[src/design/lsp_pkg.sv]
`default_nettype none

package lsp_pkg;

    ////////////////////////////////////////////////////////////////////////////
    // Tile geometry
    localparam int LSP_SLICES = 4;
    localparam int LSP_COLUMNS = 2;
    localparam int LSP_FG_PER_SLICE = 2;
    localparam int LSP_FGS = LSP_SLICES * LSP_FG_PER_SLICE;
    localparam int LSP_FG_INPUTS = 4;
    localparam int LSP_FG_DEPTH = 16;
    localparam int LSP_FG_MODE_W = 2;

    ////////////////////////////////////////////////////////////////////////////
    // Reset values
    localparam logic LSP_RST_VAL = 1'b0;
    localparam logic [LSP_FG_DEPTH-1:0] LSP_CELLS_RST = 16'h0000;

    // Function generator modes
    typedef enum logic [LSP_FG_MODE_W-1:0] {
        LSP_FG_LUT,
        LSP_FG_RAM,
        LSP_FG_SHIFT
    } lsp_fg_mode_t;

    // Applies a configured polarity to a control input
    function automatic logic lsp_apply_pol(input logic sig, input logic inv);
        return sig ^ inv;
    endfunction : lsp_apply_pol

endpackage : lsp_pkg

`default_nettype wire

[src/design/lsp_logic_tile.sv]
`default_nettype none

module lsp_logic_tile
    import lsp_pkg::*;
#(
    parameter int SLICES = LSP_SLICES,
    parameter int FGS = LSP_FGS,
    parameter int FG_IN = LSP_FG_INPUTS,
    parameter int DEPTH = LSP_FG_DEPTH
) (
    input wire logic ref_clk,
    input wire logic arst_n,
    input wire logic cfgLoad,
    input wire logic [SLICES-1:0] sliceClk,
    input wire logic [SLICES-1:0] clkEnable,
    input wire logic [SLICES-1:0] clkEnableUsed,
    input wire logic [SLICES-1:0] forceControlIn,
    input wire logic [SLICES-1:0] oppositeForceIn,
    input wire logic [SLICES-1:0] directDataUpper,
    input wire logic [SLICES-1:0] f5Select,
    input wire logic [SLICES-1:0] wideSelect,
    input wire logic [LSP_COLUMNS-1:0] carryIn,
    input wire logic shiftChainIn,
    input wire logic [FGS*FG_IN-1:0] fgAddr,
    input wire logic [FGS-1:0] fgWrData,
    input wire logic [SLICES-1:0] fgWrEnable,
    input wire logic [FGS*LSP_FG_MODE_W-1:0] fgMode,
    input wire logic [FGS*DEPTH-1:0] fgTable,
    input wire logic [SLICES-1:0] latchMode,
    input wire logic [FGS-1:0] dataDirect,
    input wire logic [SLICES-1:0] clkInvert,
    input wire logic [SLICES-1:0] ceInvert,
    input wire logic [SLICES-1:0] forceInvert,
    input wire logic [SLICES-1:0] oppInvert,
    input wire logic [SLICES-1:0] forceUsed,
    input wire logic [FGS-1:0] forceOneAttr,
    input wire logic [FGS-1:0] startupIndep,
    input wire logic [FGS-1:0] startupOneAttr,
    input wire logic [SLICES-1:0] syncForce,
    output logic [FGS-1:0] fgOut,
    output logic [FGS-1:0] storeOut,
    output logic [SLICES-1:0] f5Out,
    output logic [SLICES-1:0] wideOut,
    output logic [LSP_COLUMNS-1:0] carryOut,
    output logic shiftChainOut
);

    ////////////////////////////////////////////////////////////////////////////
    // Reset release
    logic rstMeta;
    logic rstSyncN;

    // Two-stage release of the asynchronous reset
    always_ff @(posedge ref_clk or negedge arst_n) begin
        if (!arst_n) begin
            rstMeta <= 1'b0;
            rstSyncN <= 1'b0;
        end else begin
            rstMeta <= 1'b1;
            rstSyncN <= rstMeta;
        end
    end

    ////////////////////////////////////////////////////////////////////////////
    // Slice clock sampling
    logic [SLICES-1:0] clkMeta;
    logic [SLICES-1:0] clkSync;
    logic [SLICES-1:0] clkPrev;
    logic [SLICES-1:0] clkLevel;
    logic [SLICES-1:0] clkEdge;

    // Slice clocks arrive from routing: two flops, then edge history
    always_ff @(posedge ref_clk or negedge rstSyncN) begin
        if (!rstSyncN) begin
            clkMeta <= '0;
            clkSync <= '0;
            clkPrev <= '0;
        end else begin
            clkMeta <= sliceClk;
            clkSync <= clkMeta;
            clkPrev <= clkSync;
        end
    end

    ////////////////////////////////////////////////////////////////////////////
    // Shared slice controls
    logic [SLICES-1:0] ceEff;
    logic [SLICES-1:0] forceAct;
    logic [SLICES-1:0] oppAct;
    logic [SLICES-1:0] lutRouteUpper;
    logic [SLICES-1:0] lutRouteLower;
    logic [SLICES-1:0] next_f5Out;
    logic [SLICES-1:0] next_wideOut;
    logic [SLICES-1:0] carryOutSlice;
    logic [SLICES-1:0] carryInSlice;

    generate
        for (genvar s = 0; s < SLICES; s++) begin : gSliceCtl
            // Clock level and one-cycle active edge after polarity
            assign clkLevel[s] = lsp_apply_pol(clkSync[s], clkInvert[s]);
            assign clkEdge[s] = clkLevel[s] && !lsp_apply_pol(clkPrev[s], clkInvert[s]);

            // Enable polarity, unused enable reads as asserted
            assign ceEff[s] = !clkEnableUsed[s]
                || lsp_apply_pol(clkEnable[s], ceInvert[s]);

            // Force inputs only act when the force path is used
            assign forceAct[s] = forceUsed[s]
                && lsp_apply_pol(forceControlIn[s], forceInvert[s]);
            assign oppAct[s] = forceUsed[s]
                && lsp_apply_pol(oppositeForceIn[s], oppInvert[s]);
        end
    endgenerate

    ////////////////////////////////////////////////////////////////////////////
    // Function generators and the shared shift chain
    logic [FGS-1:0] lutComb;
    logic [FGS:0] shiftLink;

    assign shiftLink[0] = shiftChainIn;

    generate
        for (genvar i = 0; i < FGS; i++) begin : gFg
            // Generator i lives in slice i/2: even is upper, odd is lower
            lsp_func_gen #(
                .DEPTH(DEPTH),
                .AW(FG_IN)
            ) uFg (
                .clk(ref_clk),
                .rstN(rstSyncN),
                .initPulse(cfgLoad),
                .cfgTable(fgTable[i*DEPTH +: DEPTH]),
                .mode(lsp_fg_mode_t'(fgMode[i*LSP_FG_MODE_W +: LSP_FG_MODE_W])),
                .addr(fgAddr[i*FG_IN +: FG_IN]),
                .wrData(fgWrData[i]),
                .wrEn(fgWrEnable[i/LSP_FG_PER_SLICE]),
                .clkEdge(clkEdge[i/LSP_FG_PER_SLICE]),
                .ceEff(ceEff[i/LSP_FG_PER_SLICE]),
                .shiftIn(shiftLink[i]),
                .lutOut(lutComb[i]),
                .shiftOut(shiftLink[i+1])
            );
        end
    endgenerate

    ////////////////////////////////////////////////////////////////////////////
    // Routed generator outputs, combiners and carry
    generate
        for (genvar s = 0; s < SLICES; s++) begin : gSliceData
            // Generator outputs route to storage data
            assign lutRouteUpper[s] = lutComb[2*s];
            assign lutRouteLower[s] = lutComb[2*s+1];

            // Five-input combiner: select input picks the lower or upper table
            assign next_f5Out[s] = f5Select[s] ? lutComb[2*s+1] : lutComb[2*s];

            // Wide combiner merges this slice's and the partner's combiner
            assign next_wideOut[s] = wideSelect[s] ? next_f5Out[s^1] : next_f5Out[s];

            // Carry: upper table output propagates, else direct input generates
            assign carryOutSlice[s] = lutComb[2*s] ? carryInSlice[s] : directDataUpper[s];
        end

        for (genvar c = 0; c < LSP_COLUMNS; c++) begin : gColumn
            // Two independent chains, one per column of two slices
            assign carryInSlice[2*c] = carryIn[c];
            assign carryInSlice[2*c+1] = carryOutSlice[2*c];
        end
    endgenerate

    ////////////////////////////////////////////////////////////////////////////
    // Storage elements
    logic [FGS-1:0] storeData;
    logic [FGS-1:0] startupVal;
    logic [FGS-1:0] resetAct;
    logic [FGS-1:0] setAct;

    generate
        for (genvar e = 0; e < FGS; e++) begin : gStore
            localparam int S = e / LSP_FG_PER_SLICE;

            // Data source: routed generator output or direct slice input
            if (e % LSP_FG_PER_SLICE == 0) begin : gUpper
                assign storeData[e] = dataDirect[e] ? directDataUpper[S]
                    : lutRouteUpper[S];
            end else begin : gLower
                assign storeData[e] = dataDirect[e] ? oppositeForceIn[S]
                    : lutRouteLower[S];
            end

            // Force attribute chooses which input resets and which sets
            assign resetAct[e] = forceOneAttr[e] ? oppAct[S] : forceAct[S];
            assign setAct[e] = forceOneAttr[e] ? forceAct[S] : oppAct[S];

            // Startup follows force attribute unless chosen on its own
            assign startupVal[e] = startupIndep[e] ? startupOneAttr[e]
                : forceOneAttr[e];

            // Clock, enable and force are the slice's shared copies
            lsp_storage uStore (
                .clk(ref_clk),
                .rstN(rstSyncN),
                .initPulse(cfgLoad),
                .startupVal(startupVal[e]),
                .latchMode(latchMode[S]),
                .syncMode(syncForce[S]),
                .clkEdge(clkEdge[S]),
                .clkLevel(clkLevel[S]),
                .ceEff(ceEff[S]),
                .dIn(storeData[e]),
                .resetAct(resetAct[e]),
                .setAct(setAct[e]),
                .q(storeOut[e])
            );
        end
    endgenerate

    ////////////////////////////////////////////////////////////////////////////
    // Registered slice outputs
    // Generator and combiner outputs, one cycle after address
    always_ff @(posedge ref_clk or negedge rstSyncN) begin
        if (!rstSyncN) begin
            fgOut <= '0;
            f5Out <= '0;
            wideOut <= '0;
        end else begin
            fgOut <= lutComb;
            f5Out <= next_f5Out;
            wideOut <= next_wideOut;
        end
    end

    // Carry column ends and end of shift chain
    always_ff @(posedge ref_clk or negedge rstSyncN) begin
        if (!rstSyncN) begin
            carryOut <= '0;
            shiftChainOut <= 1'b0;
        end else begin
            carryOut <= {carryOutSlice[3], carryOutSlice[1]};
            shiftChainOut <= shiftLink[FGS];
        end
    end

    generate
        for (genvar e = 0; e < FGS; e++) begin : gStartupChk

        end
        for (genvar s = 0; s < SLICES; s++) begin : gF5Chk

        end
    endgenerate
endmodule : lsp_logic_tile

`default_nettype wire

[src/design/lsp_func_gen.sv]
`default_nettype none

module lsp_func_gen
    import lsp_pkg::*;
#(
    parameter int DEPTH = LSP_FG_DEPTH,
    parameter int AW = LSP_FG_INPUTS
) (
    input wire logic clk,
    input wire logic rstN,
    input wire logic initPulse,
    input wire logic [DEPTH-1:0] cfgTable,
    input wire lsp_fg_mode_t mode,
    input wire logic [AW-1:0] addr,
    input wire logic wrData,
    input wire logic wrEn,
    input wire logic clkEdge,
    input wire logic ceEff,
    input wire logic shiftIn,
    output logic lutOut,
    output logic shiftOut
);

    logic [DEPTH-1:0] cells;

    ////////////////////////////////////////////////////////////////////////////
    // Cell contents: loaded at init, written as memory or shifted
    always_ff @(posedge clk or negedge rstN) begin
        if (!rstN) begin
            cells <= LSP_CELLS_RST;
        end else if (initPulse) begin
            cells <= cfgTable;
        end else if (clkEdge && ceEff) begin
            unique case (mode)
                LSP_FG_RAM: begin
                    if (wrEn) begin
                        cells[addr] <= wrData;
                    end
                end
                LSP_FG_SHIFT: begin
                    cells <= {cells[DEPTH-2:0], shiftIn};
                end
                LSP_FG_LUT: begin
                end
                default: begin
                end
            endcase
        end
    end

    // Same read path for every mode, tap selected by address
    assign lutOut = cells[addr];
    assign shiftOut = cells[DEPTH-1];

endmodule : lsp_func_gen

`default_nettype wire

[src/design/lsp_storage.sv]
`default_nettype none

module lsp_storage
    import lsp_pkg::*;
(
    input wire logic clk,
    input wire logic rstN,
    input wire logic initPulse,
    input wire logic startupVal,
    input wire logic latchMode,
    input wire logic syncMode,
    input wire logic clkEdge,
    input wire logic clkLevel,
    input wire logic ceEff,
    input wire logic dIn,
    input wire logic resetAct,
    input wire logic setAct,
    output logic q
);

    logic active;

    // Capture moment: edge as flip-flop, level as latch
    assign active = latchMode ? clkLevel : clkEdge;

    ////////////////////////////////////////////////////////////////////////////
    // Storage state with init, force and data paths
    always_ff @(posedge clk or negedge rstN) begin
        if (!rstN) begin
            q <= LSP_RST_VAL;
        end else if (initPulse) begin
            q <= startupVal;
        end else if (!syncMode && (resetAct || setAct)) begin
            q <= !resetAct;
        end else if (syncMode && active && (resetAct || setAct)) begin
            q <= !resetAct;
        end else if (ceEff && active) begin
            q <= dIn;
        end
    end
endmodule : lsp_storage

`default_nettype wire

[config.mk]
export PLATFORM = sky130hd
export DESIGN_NAME = lsp_logic_tile
export DESIGN_NICKNAME = d
export VERILOG_FILES = /design/src/design/lsp_pkg.sv /design/src/design/lsp_logic_tile.sv /design/src/design/lsp_func_gen.sv /design/src/design/lsp_storage.sv
export SDC_FILE = /design/constraint.sdc
export NUM_CORES = 1
export LEC_CHECK = 0
export ABC_CLOCK_PERIOD_IN_PS = 6690
export BUFFER_PORTS_ARGS = -buffer_cell sky130_fd_sc_hd__buf_2
export CORE_UTILIZATION = 45
export DETAILED_ROUTE_END_ITERATION = 8
export PLACE_DENSITY_LB_ADDON = 0.25
export SLEW_MARGIN = 20
export SYNTH_ARGS = -nofsm -noshare
export SYNTH_HDL_FRONTEND = slang
export SYNTH_SLANG_ARGS = --single-unit
[constraint.sdc]
create_clock -name ref_clk -period 6.69 [get_ports ref_clk]
set_clock_uncertainty 0.1 [all_clocks]
set_input_delay 0.3345 -clock ref_clk [delete_from_list [all_inputs] [get_ports ref_clk]]
set_output_delay 0.3345 -clock ref_clk [all_outputs]
set_load 0.02 [all_outputs]
==> run metrics <==
status=finished, final reports clean; # setup viols final=0; total number of vias=12.3k; vias in the first global route=11.8k; DR DRC count=0; Setup crit start kind=input port; mux contribution to synthesized area=20.4%; GR Overflow Total=0; sw power=1.09 mW; Max stage delay on crit path=1.01 ns; GRT Overall Usage=27.0%; Num CTS Buffers=17; Initial DRC Count=948; critical path class=in -> reg; WP data arrival=3.07 ns; Slew @ Worst Pin=1.15 ns; Post-Synth Adder-Cell Area=0%; ys async rst share=100%; final core utilization=54.2%; CP max-delay cell=nor2_1; Post-CTS Hold Buffers=8; initial antenna violation count=10; library cells used by synthesis=61; Synth warnings=0; Pre-antenna DRT Iters=5; overall routed net length=39.7 mm; clk slew on worst S/H paths=0.06 ns; post-layout min period=2.86 ns; TritonCTS clock tree=yes; Sw Share=31.9%; vias per cell=5.99; Pins Over Slew Limit=0; global-route wire length before repair=61.8 mm; Pint=2.32 mW; post-layout instance count excluding filler cells=2,046; #FFs+latches synth=169; Seq/Total Area, Yosys=33.3%; clock group share of total power=31.6%; DP Cell Count=1,997; antenna-violating nets left=0; post-synthesis compound-gate area fraction=24.3%; layout cell share with drive strength beyond 1=32.7%; die area=28,900 um^2; Buf/Inv on CP=2; worst-path cell chain=clkbuf_8 -> buf_12 -> nor2_1 -> o2bb2ai_2 -> a21oi_1 -> mux2_2; final setup TNS=0 ns; Peak Freq=0.349 GHz; max-cap violation count=0; RD Place Congestion=0.917; Syn-to-layout area delta=18.4%; Post-Synth XOR/XNOR Area=0.827%; Row Count=61; Req. time, crit path=6.89 ns; final hold viol count=0; relative slew slack=23.0%; Core Area=27,800 um^2; post-CTS setup buffers=0; drt wl/cell=19.4 um; Tot Pwr=3.41 mW; CP max FO=194; largest family of logic cells by synthesized area=compound AO/OA/AOI/OAI gates; setup ws final=3.83 ns; IO buf count=312; # IOs=313; Die Y=170 um; dpl hpwl=28.3 mm; H-tree Lvls=4; nets=1,932; Initial Utilization=45.7%; Resized Gates After CTS=0; clock sinks=169; min-delay worst type=in -> reg; Synth Area in Simple Gates=16.5%; sequential share of power=40.6%; Syn Inst Count=1,416; die width=170 um; post-layout instance area=15,000 um^2; pwr dens=226 nW/um^2; dominant register cell in the synthesized netlist=dfrtp_1; Clock Tree Root=clkbuf_16; CTS max path bufs=2; Post-Syn Nets=1,702; largest net degree at the start of global routing=195; unrepaired setup endpoints after global routing=no; crit share post-route=42.8%; Max VDD drop=0.161 mV; crit end category=register; worst slack at placement=3.52 ns; synthesized area=12,700 um^2; worst hold-check slack=0.0394 ns; combinational group share of total power=27.8%; CP top delay family=simple AND/OR/NAND/NOR gates; P_leak=6.35 nW; Placement Cell Area=14,300 um^2; Post-synth EDFFs=0; syn_area_per_cell=8.97 um^2; Worst-Skew Late Latency=0.43 ns
[final timing paths]
path | from | endpoint | slack (ns) | depth (start not counted)
max reg2reg | clkSync[0] | gFg[0].uFg.cells[5] | 4.13 | 5
max in group asynchronous | rstSyncN | gFg[6].uFg.cells[8] | 5.01 | 1
max | cfgLoad | gFg[7].uFg.cells[14] | 3.83 | 6
min reg2reg | clkMeta[2] | clkSync[2] | 0.25 | 0
min in group asynchronous | arst_n | rstSyncN | 0.11 | 2
min | wideSelect[2] | wideOut[2] | 0.04 | 2
[registers in the layout (all words and copies together), names as in the netlist]
register,flops
gFg.uFg.cells,128
carryOut,2
shiftChainOut,1
f5Out,4
rstSyncN,1
clkSync,4
fgOut,8
clkMeta,4
gStore.uStore.q,8
wideOut,4
rstMeta,1
clkPrev,4
[power groups by stage]
stage	Combinational (mW)	Clock, mW	Sequential (mW)
floorplan	0.625	0	1.38
global placement	0.915	0	1.39
detailed placement	0.935	0	1.40
CTS	0.942	1.10	1.38
global route	1.03	1.14	1.41
finish	0.947	1.08	1.38
[cells by family (layout without fill, tap and decap cells)]
kind of cell              after synthesis  in the layout
AOI/OAI and AO/OA                     458            458
other                                   1             10
xor gates and xnor gates               12             12
buffers and inverters                 132            375
DFF                                   169            169
muxes                                 201            201
and+or+nand+nor                       443            443
[layout make-up]
type                    count  area, um^2
diodes                      9        22.5
repair buffers            326        1720
clock buffers              19         443
inverters                  17        63.8
flip-flops and latches    169        4230
well taps                 378         473
fillers                  2652       12700
clock inverters            13         191
multi-input cells        1115        7900
[layer usage]
layer	up-vias	track usage (%)	part of all wire (%)
met5	-	0	0.058
met4	4	9.91	2.7
met3	62	5.60	7.8
met2	536	43.9	47
met1	5914	35.3	42
li1	5746	-	-
[synthesized netlist by cell type, drive strengths merged (32+ instances only)]
cell | count | share of area, %
a22oi | 40 | 2.4
o2bb2a | 66 | 5.2
mux2 | 133 | 12
nand2 | 209 | 6.2
nand2b | 33 | 1.6
clkbuf | 67 | 2.0
buf | 48 | 2.2
nor2b | 37 | 1.8
nor2 | 57 | 1.8
dfrtp | 169 | 33
mux4 | 32 | 5.7
o21ai | 157 | 6.2
a21oi | 100 | 3.9
mux2i | 36 | 2.9
nand3 | 43 | 1.7
[cell usage in the layout (no fill, tap or decap), types with 6 or more instances in the layout]
master | synthesis | layout
dlygate4sd3_1 | 0 | 8
or2_2 | 6 | 6
nor2b_1 | 37 | 34
o22ai_1 | 6 | 6
nand4_1 | 18 | 18
o2bb2ai_2 | 4 | 6
or3b_2 | 7 | 7
o2bb2a_1 | 66 | 66
dfrtp_1 | 169 | 168
mux4_2 | 31 | 31
nand3b_1 | 11 | 11
o221ai_1 | 8 | 8
a311oi_1 | 6 | 6
and3_1 | 10 | 10
o21ai_0 | 157 | 157
nand3_1 | 43 | 43
inv_1 | 16 | 16
o311ai_0 | 14 | 14
nor2_1 | 53 | 53
nand2_1 | 209 | 209
mux2_2 | 129 | 129
a21oi_1 | 100 | 100
a32oi_1 | 15 | 15
nand2b_1 | 33 | 33
xnor2_1 | 10 | 10
buf_2 | 34 | 311
mux2i_1 | 35 | 35
clkbuf_16 | 0 | 17
o21a_1 | 12 | 12
a22oi_1 | 40 | 40
diode_2 | 0 | 9
Power figures use the tool's default switching activity.
